[src/rtl/hbar_params.svh]
/*
  Constants for the host bus arbitration and processor reset block.
  Assumes inclusion by bare name from the package and the design file.
*/
`ifndef HBAR_PARAMS_SVH
`define HBAR_PARAMS_SVH

// Host clock period in picoseconds (200 MHz).
`define HBAR_CLK_PERIOD_PS 5000
// Processor reset stretch after the system reset input releases, in microseconds.
`define HBAR_CPU_RST_US 1000
// Stretch length in host clocks, derived from the time and the clock rate.
`define HBAR_CPU_RST_CYC ((`HBAR_CPU_RST_US * 1000000) / `HBAR_CLK_PERIOD_PS)
// Least set-up of the strap before the reset release edge, in host clocks.
`define HBAR_STRAP_SETUP_CYC 4
// Hold of the strap after the release edge: least and most, in host clocks.
`define HBAR_STRAP_HOLD_MIN 2
`define HBAR_STRAP_HOLD_MAX 20
// Hold actually used: inside the legal window with margin on both sides.
`define HBAR_STRAP_HOLD_CYC 4
// Width of the reset stretch counter.
`define HBAR_RST_CNT_W 20
// Width of the strap hold counter.
`define HBAR_HOLD_CNT_W 5
// Width of the pending-request counter.
`define HBAR_PEND_W 4
// Largest request pipeline depth allowed before new requests are blocked.
`define HBAR_PIPE_LIMIT 4'h8

`endif

[src/rtl/hbar_pkg.sv]
/*
  Types for the host bus arbitration and processor reset block.
  Assumes the constants header is on the include path.
*/
package hbar_pkg;
  `include "hbar_params.svh"

  // Reset sequencer states.
  typedef enum logic [1:0] {
    HBAR_RST_HOLD = 2'b00,
    HBAR_RST_STRETCH = 2'b01,
    HBAR_RST_STRAP = 2'b10,
    HBAR_RST_RUN = 2'b11
  } hbar_rst_e;
endpackage : hbar_pkg

[src/rtl/hbar_host_bus.sv]
/*
  Host bus agent logic of the hub: request strobe, block-next-request flow control,
  priority bus request, data-busy, defer, processor reset and the bus request strap.
  Assumes open-drain pads outside that turn the output enables into wire levels,
  and core logic on mclk that raises snoop, defer and data requests.
*/
`timescale 1ns/1ps
`default_nettype none
`include "hbar_params.svh"

// Notes on behaviour
// Any bus owner, the hub too, strobes the first of the two cycles of a request phase.
// The hub asserts block-next-request to stop the owner issuing, limiting pipeline depth.
// As sole priority agent the hub asserts priority request when it needs the address bus.
// Priority request outranks symmetric ones; the symmetric owner stops unless it holds lock.
// The hub drives bus request zero low in processor reset; it is sampled at the release.
// Bus request zero is low at least 4 clocks before the release and 2 to 20 clocks after it.
// After the hold the hub stops driving bus request zero.
// Processor reset follows the system reset input and is stretched about 1 ms past its release.
// The data bus owner asserts data-busy to keep the bus for multi-cycle transfers.
// The hub asserts defer when it will end a snoop with a deferred or retry response.
// The hub drops the priority request once its pending requests have been issued.
module hbar_host_bus
  import hbar_pkg::*;
#(
  parameter int unsigned RST_CYC = `HBAR_CPU_RST_CYC // Reset stretch, shorten in simulation.
) (
  input wire logic mclk, // Host clock, 200 MHz.
  input wire logic rst_b, // Asynchronous reset, active low.
  input wire logic clk_en, // Freezes all state while low.
  input wire logic system_reset_in_n, // System reset pin, active low, asynchronous.
  input wire logic hub_req_pending, // Core has snoop or interrupt requests to issue.
  input wire logic hub_req_go, // Core issues one request now (needs ownership).
  input wire logic hub_data_multi, // Hub owns data bus for a multi-cycle transfer.
  input wire logic hub_defer, // Hub will defer or retry the snooped transaction.
  input wire logic req_strobe_in_n, // Request strobe seen on the bus, active low.
  input wire logic req_retire, // Core retires one outstanding bus request.
  input wire logic bus_lock_in_n, // Bus lock seen on the bus, active low.
  output logic request_strobe_out_n, // Request strobe drive level.
  output logic request_strobe_oe, // Request strobe output enable.
  output logic block_next_request_out_n, // Block-next-request drive level.
  output logic block_next_request_oe, // Block-next-request output enable.
  output logic priority_bus_request_n, // Priority bus request, active low.
  output logic bus_request_zero_out_n, // Bus request zero drive level.
  output logic bus_request_zero_oe, // Bus request zero output enable.
  output logic processor_reset_n, // Processor reset, active low.
  output logic data_busy_out_n, // Data-busy drive level.
  output logic data_busy_oe, // Data-busy output enable.
  output logic defer_response_n, // Defer, active low.
  output logic hub_granted // Hub may issue requests this cycle.
);

  ////////////////////////////////////////////////////////////////////////////////
  // Synchroniser state: three stages, a change counts once stages two and three agree.
  logic [2:0] rst_sync;
  logic rst_in_n;
  logic [2:0] next_rst_sync;
  logic next_rst_in_n;

  // Reset sequencer state.
  hbar_rst_e rst_state;
  hbar_rst_e next_rst_state;
  logic [`HBAR_RST_CNT_W-1:0] rst_cnt;
  logic [`HBAR_RST_CNT_W-1:0] next_rst_cnt;
  logic next_processor_reset_n;
  logic next_breq_oe;

  // Bus side state.
  logic [`HBAR_PEND_W-1:0] pend;
  logic [`HBAR_PEND_W-1:0] next_pend;
  logic next_strobe_oe;
  logic next_bnr_oe;
  logic next_prio_n;
  logic next_dbsy_oe;
  logic next_defer_n;
  logic next_granted;
  logic lock_seen;

  ////////////////////////////////////////////////////////////////////////////////
  // The system reset pin is filtered; only agreeing late stages move the level.
  always_comb
  begin
    next_rst_sync = {rst_sync[1:0], system_reset_in_n};
    next_rst_in_n = rst_in_n;
    if (rst_sync[1] == rst_sync[2])
    begin
      next_rst_in_n = rst_sync[2];
    end
  end

  always_ff @(posedge mclk or negedge rst_b)
  begin
    if (!rst_b)
    begin
      rst_sync <= 3'h0;
      rst_in_n <= 1'b0;
    end
    else if (clk_en)
    begin
      rst_sync <= next_rst_sync;
      rst_in_n <= next_rst_in_n;
    end
  end

  ////////////////////////////////////////////////////////////////////////////////
  // Processor reset sequencer. The strap is driven low throughout reset, so the
  // set-up before the release is the full stretch, far above the 4-clock minimum.
  always_comb
  begin
    next_rst_state = rst_state;
    next_rst_cnt = rst_cnt;
    next_processor_reset_n = 1'b0;
    next_breq_oe = 1'b1;
    unique case (rst_state)
      HBAR_RST_HOLD:
      begin
        next_rst_cnt = '0;
        if (rst_in_n)
        begin
          next_rst_state = HBAR_RST_STRETCH;
        end
      end
      HBAR_RST_STRETCH:
      begin
        next_rst_cnt = rst_cnt + 1'b1;
        if (!rst_in_n)
        begin
          next_rst_state = HBAR_RST_HOLD;
        end
        else if (rst_cnt >= RST_CYC[`HBAR_RST_CNT_W-1:0] - 1'b1)
        begin
          next_rst_state = HBAR_RST_STRAP;
          next_rst_cnt = '0;
          next_processor_reset_n = 1'b1;
        end
      end
      HBAR_RST_STRAP:
      begin
        next_processor_reset_n = 1'b1;
        next_rst_cnt = rst_cnt + 1'b1;
        if (!rst_in_n)
        begin
          next_rst_state = HBAR_RST_HOLD;
          next_processor_reset_n = 1'b0;
        end
        else if (rst_cnt >= `HBAR_RST_CNT_W'(`HBAR_STRAP_HOLD_CYC - 1))
        begin
          next_rst_state = HBAR_RST_RUN;
          next_breq_oe = 1'b0;
        end
      end
      HBAR_RST_RUN:
      begin
        next_processor_reset_n = rst_in_n;
        next_breq_oe = ~rst_in_n;
        if (!rst_in_n)
        begin
          next_rst_state = HBAR_RST_HOLD;
        end
      end
    endcase
  end

  always_ff @(posedge mclk or negedge rst_b)
  begin
    if (!rst_b)
    begin
      rst_state <= HBAR_RST_HOLD;
      rst_cnt <= '0;
      processor_reset_n <= 1'b0;
      bus_request_zero_oe <= 1'b1;
    end
    else if (clk_en)
    begin
      rst_state <= next_rst_state;
      rst_cnt <= next_rst_cnt;
      processor_reset_n <= next_processor_reset_n;
      bus_request_zero_oe <= next_breq_oe;
    end
  end

  // The strap level is always low; only its enable moves.
  assign bus_request_zero_out_n = 1'b0;

  ////////////////////////////////////////////////////////////////////////////////
  // Bus side: priority request, strobe, pipeline blocking, data-busy and defer.
  // Bus inputs share mclk (common-clock bus), so no synchroniser is needed.
  assign lock_seen = ~bus_lock_in_n;

  always_comb
  begin
    next_pend = pend;
    if (!req_strobe_in_n && !(req_retire && pend != '0))
    begin
      next_pend = (pend == '1) ? pend : pend + 1'b1;
    end
    else if (req_strobe_in_n && req_retire && pend != '0)
    begin
      next_pend = pend - 1'b1;
    end
    next_prio_n = ~(hub_req_pending && processor_reset_n);
    // Ownership only once priority is asserted and no locked sequence runs.
    next_granted = !priority_bus_request_n && !lock_seen && hub_req_pending;
    // The cycle after a strobe is the second request cycle, so a held go waits one cycle.
    next_strobe_oe = hub_req_go && hub_granted && !request_strobe_oe;
    next_bnr_oe = processor_reset_n && (pend >= `HBAR_PIPE_LIMIT);
    next_dbsy_oe = hub_data_multi && processor_reset_n;
    next_defer_n = ~(hub_defer && processor_reset_n);
  end

  always_ff @(posedge mclk or negedge rst_b)
  begin
    if (!rst_b)
    begin
      pend <= '0;
      priority_bus_request_n <= 1'b1;
      hub_granted <= 1'b0;
      request_strobe_oe <= 1'b0;
      block_next_request_oe <= 1'b0;
      data_busy_oe <= 1'b0;
      defer_response_n <= 1'b1;
    end
    else if (clk_en)
    begin
      pend <= next_pend;
      priority_bus_request_n <= next_prio_n;
      hub_granted <= next_granted;
      request_strobe_oe <= next_strobe_oe;
      block_next_request_oe <= next_bnr_oe;
      data_busy_oe <= next_dbsy_oe;
      defer_response_n <= next_defer_n;
    end
  end

  // Open-drain style pins drive only low.
  assign request_strobe_out_n = 1'b0;
  assign block_next_request_out_n = 1'b0;
  assign data_busy_out_n = 1'b0;

  ////////////////////////////////////////////////////////////////////////////////
  // Checks.
  property p_strap_during_reset;
    @(posedge mclk) disable iff (!rst_b)
      !processor_reset_n |-> bus_request_zero_oe;
  endproperty
  a_strap_during_reset: assert property (p_strap_during_reset)
    else $error("strap not driven during processor reset");

  property p_strap_hold;
    @(posedge mclk) disable iff (!rst_b)
      (clk_en && $rose(processor_reset_n)) |-> bus_request_zero_oe[*2];
  endproperty
  a_strap_hold: assert property (p_strap_hold)
    else $error("strap released too soon after reset");

  property p_strap_release;
    @(posedge mclk) disable iff (!rst_b)
      (rst_state == HBAR_RST_RUN && rst_in_n) |-> !bus_request_zero_oe;
  endproperty
  a_strap_release: assert property (p_strap_release)
    else $error("strap still driven after hold");

  property p_reset_follows;
    @(posedge mclk) disable iff (!rst_b)
      (clk_en && !rst_in_n) |=> !processor_reset_n;
  endproperty
  a_reset_follows: assert property (p_reset_follows)
    else $error("processor reset not asserted with system reset");

  property p_strobe_one;
    @(posedge mclk) disable iff (!rst_b)
      (clk_en && request_strobe_oe) |=> !request_strobe_oe;
  endproperty
  a_strobe_one: assert property (p_strobe_one)
    else $error("request strobe held two cycles");

  property p_block;
    @(posedge mclk) disable iff (!rst_b)
      (clk_en && processor_reset_n && pend >= `HBAR_PIPE_LIMIT) |=> block_next_request_oe;
  endproperty
  a_block: assert property (p_block)
    else $error("pipeline full but not blocked");

  property p_prio;
    @(posedge mclk) disable iff (!rst_b)
      (clk_en && hub_req_pending && processor_reset_n) |=> !priority_bus_request_n;
  endproperty
  a_prio: assert property (p_prio)
    else $error("priority request missing");

  property p_prio_drop;
    @(posedge mclk) disable iff (!rst_b)
      (clk_en && !hub_req_pending) |=> priority_bus_request_n;
  endproperty
  a_prio_drop: assert property (p_prio_drop)
    else $error("priority request held without pending work");

  property p_lock;
    @(posedge mclk) disable iff (!rst_b)
      (clk_en && lock_seen) |=> !hub_granted;
  endproperty
  a_lock: assert property (p_lock)
    else $error("granted during locked sequence");

  property p_dbsy;
    @(posedge mclk) disable iff (!rst_b)
      (clk_en && hub_data_multi && processor_reset_n) |=> data_busy_oe;
  endproperty
  a_dbsy: assert property (p_dbsy)
    else $error("data busy missing");

  property p_defer;
    @(posedge mclk) disable iff (!rst_b)
      (clk_en && hub_defer && processor_reset_n) |=> !defer_response_n;
  endproperty
  a_defer: assert property (p_defer)
    else $error("defer missing");

endmodule : hbar_host_bus
`default_nettype wire

[config.mk]
export PLATFORM = sky130hd
export DESIGN_NAME = hbar_host_bus
export DESIGN_NICKNAME = d
export VERILOG_FILES = /design/src/rtl/hbar_pkg.sv /design/src/rtl/hbar_host_bus.sv
export VERILOG_INCLUDE_DIRS = /design/src /design/src/rtl
export SDC_FILE = /design/constraint.sdc
export NUM_CORES = 1
export LEC_CHECK = 0
export ABC_AREA = 1
export ABC_CLOCK_PERIOD_IN_PS = 2000
export BUFFER_PORTS_ARGS = -buffer_cell sky130_fd_sc_hd__buf_2
export CAP_MARGIN = 10
export CORE_MARGIN = 1
export CORE_UTILIZATION = 42
export CTS_BUF_LIST = sky130_fd_sc_hd__clkbuf_4 sky130_fd_sc_hd__clkbuf_8 sky130_fd_sc_hd__clkbuf_16
export DETAILED_ROUTE_END_ITERATION = 10
export PLACE_DENSITY = 0.61
export SLEW_MARGIN = 25
export SYNTH_ARGS = -nofsm -noshare
export SYNTH_HDL_FRONTEND = slang
export SYNTH_SLANG_ARGS = --single-unit
export TNS_END_PERCENT = 10
[constraint.sdc]
create_clock -name mclk -period 2 [get_ports mclk]
set_clock_uncertainty 0.05 [all_clocks]
set_input_delay 0.4 -clock mclk [delete_from_list [all_inputs] [get_ports mclk]]
set_output_delay 0.4 -clock mclk [all_outputs]
set_load 0.01 [all_outputs]
# Word-level counts from Yosys, hierarchy flattened
# Index checks and enable logic that the tools add are counted.
[word_totals]
word_cells = 76
ff_bits = 38
output_inout_bits = 12
in_bits = 11
[op_classes]
magnitude_cmp = 3
bitwise_logic = 3
n_eq_ne = 10
addsub = 3
reduce_logical = 24
mux = 20
[ops]
columns = ["cell", "n"]
rows = [
  ["20-bit case mux with 3 select lines", 1],
  ["20-bit 2-to-1 mux", 2],
  ["20-bit by 1-bit adder with 20-bit output, second input constant", 1],
  ["20-bit by 18-bit greater-or-equal comparator with 1-bit output, second input constant", 1],
  ["20-bit by 2-bit greater-or-equal comparator with 1-bit output, second input constant", 1],
  ["1-bit logical AND", 12],
  ["2-bit 2-to-1 mux", 6],
  ["4-bit 2-to-1 mux", 3],
  ["2-bit case mux with 4 select lines", 1],
  ["2-bit != test, second input constant", 3],
  ["3-bit != test, second input constant", 2],
  ["1-bit 2-to-1 mux", 5],
  ["5-bit AND reduction", 1],
  ["4-bit by 1-bit adder with 4-bit output, second input constant", 1],
  ["2-bit equality test, second input constant", 2],
  ["4-bit equality test, second input constant", 1],
  ["4-bit greater-or-equal comparator, second input constant", 1],
  ["1-bit logical NOT", 4],
  ["2-bit AND reduction", 2],
  ["4-bit nonzero test", 1],
  ["4-bit by 1-bit subtractor with 4-bit output, second input constant", 1],
  ["1-bit NOT", 3],
  ["1-bit case mux with 3 select lines", 1],
  ["3-bit AND reduction", 1],
  ["other kinds (6)", 6],
]

# Depth between registers and ports, before layout
# Gate-level depths: netlist of the first run.
[logic_depth]
depth_word = 6
mapped_depth = 13
depth_no_buf = 13

# Worst setup path after synthesis of the first run
# OpenSTA, ideal clock, no wires.
[synth_path]
path_type = "register -> register"
startpoint = "register pend[0]"
endpoint = "register pend[3]"
path_slack_ps = 230
t_required_ps = 1834
period_less_slack_ps = 1770
setup_ps = 116
stages_incl_launch_ff = 14
arrival_time_ps = 1604
cell_sequence = "dfrtp_1 inv_1 nand4_1 nand2_1 nand2_1 ha_1 nand2_1 nand2_1 a31oi_1 inv_1 nand2_1 nand2_1 nand2_1 nand2_1"
[synth_between]
elab_chain_cells = 6
word_cells_on_any_way = 14
cone_classes = "add/sub (2); eq/ne (2); mux (3); reduce/logical (7)"
[synth_rtl]
columns = ["item", "line_no", "rtl"]
rows = [
  ["start: declaration", "hbar_host_bus.sv:69", "logic [`HBAR_PEND_W-1:0] pend;"],
  ["start signal: assignment", "hbar_host_bus.sv:225", "pend <= next_pend;"],
  ["parallel branches: the longest is 6 deep, another holds 4-bit by 1-bit subtractor with 4-bit output", "n/a", ""],
]
# Parallel ways; which one is timed is not known. The select of a mux whose other input is x is not followed.
# A chain may end at the register's enable or synchronous reset.

# Worst setup path after layout of the first run
[layout_path]
startpoint = "register pend[1]"
endpoint = "register pend[3]"
# The elaborated chain is that of the path after synthesis.

==> flow_metrics.py, run 1 <==
metrics = {
    "clocking": {
        "clk_path_buf_depth": 2,
        "cts_buffers": 5,
        "path_clk_slew_ns": 0.08,
        "hold_buffers": 0,
        "cts-root-buf": "clkbuf_8",
        "cts_sinks": 38,
        "cts_tree": "built",
        "insertion_delay_ns": 0.29,
        "htree_levels": 2,
    },
    "critical_path": {
        "worst-setup-path-type": "reg2reg",
        "cp_num_cells": 14,
        "timing.rr.end": "pend[3]",
        "end_kind": "flop",
        "required_ns": 2.14,
        "startpoint_type": "flop",
        "worstPathMaxFanout": 4,
        "arrival_ns": 2.04,
        "r2r_slack_ns": 0.11,
        "critical_path.slowest_cell": "dfrtp_2",
        "cpPeakStageDelay_ns": 0.43,
        "reg2reg_depth": 14,
        "cp_cell_sequence": "inv_1 > nand4_1 > nand2_1 > nand2_2 > buf_4 > ha_1 > nand2_1 > nand2_1 > a31oi_2 > inv_1 > nand2_1 > nand2_1 > nand2_1 > nand2_1",
        "cp_top_family": "simple AND/OR/NAND/NOR gates",
        "r2r-start": "pend[1]",
        "crit_top_cell": "nand2_1",
        "crit_path_end": "pend[3]",
        "crit_buf_inv": 3,
        "critPathLaunch": "pend[1]",
    },
    "power_and_ir_drop": {
        "powerDensity_nw_per_um2": 894,
        "p_seq_share_pct": 38.0,
        "switching_share_pct": 38.7,
        "peakVddDrop_uv": 561,
        "power.leakage_nw": 1.45,
        "p_int_w": 0.00154,
        "clock_power_share_pct": 22.9,
        "combPwrFrac_pct": 39.2,
        "p_switching_w": 0.000972,
    },
    "floorplanning": {
        "die_width_um": 78.7,
        "dieArea_um2": 6200,
        "core-area_um2": 5570,
        "initial_utilization_pct": 44.4,
        "die_h_um": 78.7,
        "row_count": 27,
        "io_pins": 23,
    },
    "detailed_routing": {
        "firstDrtPassIters": 5,
        "drt-initial-drc-count": 124,
        "antenna_left": 0,
        "drc_errors": 0,
        "viasPerCell": 4.73,
        "vias": 2215,
        "post_drt_wl_per_cell_um": 11.7,
        "totalWireLength_mm": 5.47,
    },
    "global_routing": {
        "antenna_found_initial": 0,
        "grt_max_degree": 39,
        "grt_pass1_vias": 2086,
        "grt-ovfl-total": 0,
        "grt_pass1_wl_mm": 9.44,
        "grt_util_all_layers_pct": 19.4,
    },
    "place": {
        "dp_worst_setup_slack_ns": 0.112,
        "gp_congestion": 0.815,
        "placement.io_buffers": 18,
        "hpwl_mm": 3.87,
    },
    "final_layout": {
        "synthToLayoutAreaGrowth_pct": 13.5,
        "n_fill_cell": 585,
        "drive_above_1_share_pct": 13.6,
        "multi_input_area_um2": 1320,
        "regArea_um2": 957,
        "post-route-util_pct": 50.3,
        "final_nets": 415,
        "antenna_cells": 0,
    },
    "sta": {
        "holdWs_ns": 0.0975,
        "clock.fmax_mhz": 528,
        "finalHoldViolCount": 0,
        "setup_slack_ns": 0.106,
        "worst_pin_slew_ns": 0.673,
        "relSlewSlack_pct": 55.1,
        "drv_slew": 0,
        "period_needed_ns": 1.89,
        "finalSetupViolCount": 0,
        "min_period_over_period_pct": 94.7,
    },
    "synthesis": {
        "yosysTopAreaCell": "dfrtp_1",
        "ys.flop_type": "dfrtp_1",
        "postSynthAreaPerCell_um2": 6.76,
        "syn_inst": 366,
        "ys_seq_area_share_pct": 38.6,
        "ys_types": 30,
        "synthesis.area_um2": 2470,
        "ys_ff_latch": 38,
        "yosys-top-cells-count": "nand2_1 (138), nor2_1 (48), inv_1 (41), dfrtp_1 (35), nand3_1 (18)",
        "yosys_warnings": 0,
        "yosysMostFrequentCell": "nand2_1",
        "synth_edf_count": 0,
        "synth_area_leaders": "dfrtp_1 (35%), nand2_1 (21%), nor2_1 (7.3%)",
        "synth_top_area_share_pct": 35.4,
        "async_reset_ff_share_pct": 100,
    },
    "status": {
        "status": "completed",
    },
    "run": {
        "maxCapViolations": 0,
    },
    "hold_path": {
        "min_path_type": "in2async",
    },
}
[state kept, by name (all words and copies together) (netlist names)]
name	cells
rst_sync	3
defer_response_n	1
data_busy_oe	1
rst_in_n	1
request_strobe_oe	1
bus_request_zero_oe	1
block_next_request_oe	1
priority_bus_request_n	1
rst_state	2
hub_granted	1
rst_cnt	20
pend	4
processor_reset_n	1
[cells by family after synthesis]
family | synth area share, %
buf+inv | 9.41
flops | 38.6
compound gates | 6.93
simple gates | 38.3
xor+xnor | 1.77
other cells | 0.152
fa+ha+maj | 4.86
[what timing repair did]
action	4_1_cts	5_1_grt
setup endpoints to repair	0	2
endpoints found under the hold margin	0	0
gates resized for setup	0	7
buffers inserted	0	5
[power groups by stage]
stage / registers (W) / logic [W] / clock network (W)
after detailed placement: 0.000972 / 0.000847 / 0
after global routing: 0.000967 / 0.00114 / 0.000620
final: 0.000953 / 0.000982 / 0.000574
after CTS: 0.000961 / 0.000851 / 0.000595
after floorplan: 0.000957 / 0.000687 / 0
after global placement: 0.000975 / 0.000837 / 0
[cell type report]
class                           instances  share of cell area [%]
Sequential cell                        38                    34.1
Clock buffer                            7                    3.21
Inverter                               41                    5.48
Tap cell                               72                    3.21
Timing Repair Buffer                   31                    6.69
Clock inverter                          1                   0.178
Multi-Input combinational cell        278                    47.1
[per-stage QoR]
step | instances | total power (W) | cell area, um^2 | TNS [ns]
2_1_floorplan | 369 | 0.00164 | 2480 | 0
3_3_place_gp | 455 | 0.00181 | 2650 | 0
3_5_place_dp | 455 | 0.00182 | 2650 | 0
4_1_cts | 463 | 0.00241 | 2740 | 0
5_1_grt | 468 | 0.00273 | 2810 | -0.0867
6_report | 468 | 0.00251 | 2810 | 0
[cells in the final DEF, fill, tap and decap left out, types with 2 or more instances in the layout]
master and n:
buf_2 18, inv_1 40, dfstp_2 3, buf_4 13, xnor2_1 2, ha_1 7, dfrtp_1 33, nand3_1 18
xor2_1 3, nand4_1 7, nor2_1 48, dfrtp_2 2, clkbuf_8 6, nor3_1 7, o21ai_0 16, nand2_2 3
conb_1 4, a21oi_1 11, nand2_1 137
[how the worst min path moves through the flow]
stage                          start                     to
2_1_floorplan                  rst_b  block_next_request_oe
3_3_place_gp   block_next_request_oe  block_next_request_oe
3_5_place_dp   block_next_request_oe  block_next_request_oe
4_1_cts                        rst_b             rst_cnt[7]
5_1_grt                        rst_b             rst_cnt[3]
6_report                       rst_b             rst_cnt[9]
[per-layer routing]
metal  track usage (%)  part of all wire (%)  wire (um)  vias to the layer above
met2              29.9                    47       2550                       22
met1              27.7                    50       2720                      997
li1                  -                     -          -                     1190
met4              6.30                   1.1         62                        0
met3              3.10                   2.4        131                        6
met5                 0                     0          0                        -
No activity file was read; power rests on OpenSTA's default activity.
==> run 2, diff against run 1 <==
==> constraint.sdc (replaced) <==
create_clock -name mclk -period 2 [get_ports mclk]
set_clock_uncertainty 0.05 [all_clocks]
set_input_delay 0.3 -clock mclk [delete_from_list [all_inputs] [get_ports mclk]]
set_output_delay 0.3 -clock mclk [all_outputs]
set_load 0.01 [all_outputs]
==> run 2 against run 1 <==
Fmax is 1.5% higher. Sequential cell count stayed put. Worst setup slack better by 0.028 ns. First-iteration DRC count is 5.6% higher. Via count is 2.0% higher. Sequential share of layout area is 0.77 points lower. Worst hold slack worse by 0.0053 ns. Highest routed layer unchanged. Critical path depth stayed put. Critical path type unchanged. Clock power is 14% higher. Largest power group unchanged. Combinational power is 5% higher. Routed wire length is 0.95% higher.
==> flow_metrics.py, run 2 (synthesis gave the netlist of run 1 again) <==
metrics = {
    "sta": {
        "min_period_over_period_pct": 93.3,
        "clock.fmax_mhz": 536,
        "setup_slack_ns": 0.134,
        "worst_pin_slew_ns": 0.655,
        "relSlewSlack_pct": 56.3,
        "drv_slew": 0,
        "rsz0062_at_grt": "true",
        "finalHoldViolCount": 0,
        "finalSetupViolCount": 0,
        "period_needed_ns": 1.87,
    },
    "floorplanning": {
        "core-area_um2": 5570,
        "die_width_um": 78.7,
        "row_count": 27,
        "io_pins": 23,
        "die_h_um": 78.7,
        "dieArea_um2": 6200,
        "initial_utilization_pct": 44.4,
    },
    "global_routing": {
        "antenna_found_initial": 0,
        "grt_util_all_layers_pct": 19.6,
        "grt_max_degree": 39,
        "grt-ovfl-total": 0,
        "grt_pass1_wl_mm": 9.51,
        "grt_pass1_vias": 2087,
    },
    "critical_path": {
        "crit_top_cell": "nand2_1",
        "timing.rr.end": "pend[3]",
        "startpoint_type": "flop",
        "cpPeakStageDelay_ns": 0.41,
        "required_ns": 2.14,
        "worstPathMaxFanout": 4,
        "critPathLaunch": "pend[3]",
        "r2r_slack_ns": 0.13,
        "arrival_ns": 2.00,
        "r2r-start": "pend[3]",
        "crit_path_end": "pend[3]",
        "end_kind": "flop",
        "critical_path.slowest_cell": "dfrtp_1",
        "cp_cell_sequence": "inv_2 > nand4_1 > nand2_1 > nand2_2 > buf_6 > ha_1 > nand2_1 > nand2_1 > a31oi_2 > inv_1 > nand2_1 > nand2_1 > nand2_1 > nand2_1",
        "reg2reg_depth": 14,
        "worst-setup-path-type": "reg2reg",
    },
    "status": {
        "status": "completed",
    },
    "final_layout": {
        "final_nets": 419,
        "reg_top3": "rst_cnt x20, pend x4, rst_sync x3",
        "final_cells": 472,
        "n_fill_cell": 587,
        "layout_common_cells": "nand2_1 (137), nor2_1 (47), inv_1 (37)",
        "layout_commonest_cell": "nand2_1",
        "synthToLayoutAreaGrowth_pct": 16.1,
        "regArea_um2": 957,
        "largest_register_ffs": 20,
        "top_register": "rst_cnt",
        "antenna_cells": 0,
        "drive_above_1_share_pct": 15.3,
        "multi_input_area_um2": 1330,
    },
    "power_and_ir_drop": {
        "p_seq_share_pct": 36.3,
        "p_int_w": 0.00165,
        "p_switching_w": 0.000997,
        "powerDensity_nw_per_um2": 920,
        "finalPower_w": 0.00264,
        "switching_share_pct": 37.7,
        "peakVddDrop_uv": 666,
        "clock_power_share_pct": 24.7,
        "power.leakage_nw": 1.48,
        "combPwrFrac_pct": 39.0,
    },
    "detailed_routing": {
        "viasPerCell": 4.79,
        "firstDrtPassIters": 4,
        "drc_errors": 0,
        "vias": 2259,
        "post_drt_wl_per_cell_um": 11.7,
        "antenna_left": 0,
        "totalWireLength_mm": 5.52,
        "drt-initial-drc-count": 131,
    },
    "place": {
        "dp_cells": 456,
        "dp_worst_setup_slack_ns": 0.0803,
        "gp_congestion": 0.825,
        "hpwl_mm": 3.88,
        "placement.io_buffers": 18,
    },
    "clocking": {
        "htree_levels": 2,
        "cts_buffers": 5,
        "cts_tree": "built",
        "insertion_delay_ns": 0.29,
        "cts_sinks": 38,
        "path_clk_slew_ns": 0.08,
        "clk_path_buf_depth": 2,
        "cts-root-buf": "clkbuf_8",
    },
    "hold_path": {
        "min_path_type": "in2reg",
    },
    "run": {
        "maxCapViolations": 0,
    },
}
run 2: worst min-delay path by stage:
stage          slack [ns]  startpoint  cells past startpoint               endpoint
2_1_floorplan       -0.05       rst_b                      0  block_next_request_oe
3_3_place_gp         0.23       rst_b                      2             rst_cnt[8]
3_5_place_dp         0.24       rst_b                      2             rst_cnt[8]
4_1_cts              0.08   hub_defer                      2       defer_response_n
5_1_grt              0.07   hub_defer                      2       defer_response_n
6_report             0.09   hub_defer                      2       defer_response_n
run 2: area by class of cell:
| cell class | count | share of cell area (%) |
|---|---|---|
| repair buffers | 35 | 8.24 |
| inverters | 41 | 5.36 |
| well taps | 72 | 3.14 |
| clock buffers | 5 | 2.40 |
| flip-flops and latches | 38 | 33.3 |
| multi-input cells | 278 | 46.1 |
| clock inverters | 3 | 1.39 |
run 2: power by group through the flow:
stage / Combinational [W] / Sequential, W / Clock [W]
after global placement: 0.000840 / 0.000975 / 0
final: 0.00103 / 0.000959 / 0.000653
after floorplan: 0.000687 / 0.000957 / 0
after detailed placement: 0.000859 / 0.000974 / 0
after global routing: 0.00118 / 0.000972 / 0.000710
after CTS: 0.000865 / 0.000962 / 0.000681
run 2: repair_timing:
item                       in CTS  in global routing
hold endpoints to repair       35                  0
hold buffers                    1                  0
gates resized for setup         0                 12
setup endpoints to repair       0                  5
setup buffers                   0                  7
run 2: layer usage:
layer,vias to the layer above,part of all wire [%],GRT usage (%)
met2,23,46,30.9
met4,0,0.49,5.93
met5,-,0,0
met1,1031,50,27.3
met3,2,3.2,3.79
li1,1203,-,-
run 2: worst max-delay path: cells and delay by family (launching register included):
family | cells | cell delay (ns)
flops | 1 | 0.41
simple gates | 9 | 0.66
buf+inv | 3 | 0.29
fa+ha+maj | 1 | 0.16
compound gates | 1 | 0.19
run 2: metrics by stage:
stage / hold slack (ns) / instance area (um^2) / util (%) / TNS (ns)
2_1_floorplan: -0.0456 / 2480 / - / 0
3_3_place_gp: 0.234 / 2670 / 47.8 / 0
4_1_cts: 0.0828 / 2780 / 49.9 / 0
5_1_grt: 0.0746 / 2870 / 51.5 / -0.0504
3_5_place_dp: 0.240 / 2670 / 47.8 / 0
6_report: 0.0922 / 2870 / 51.5 / 0
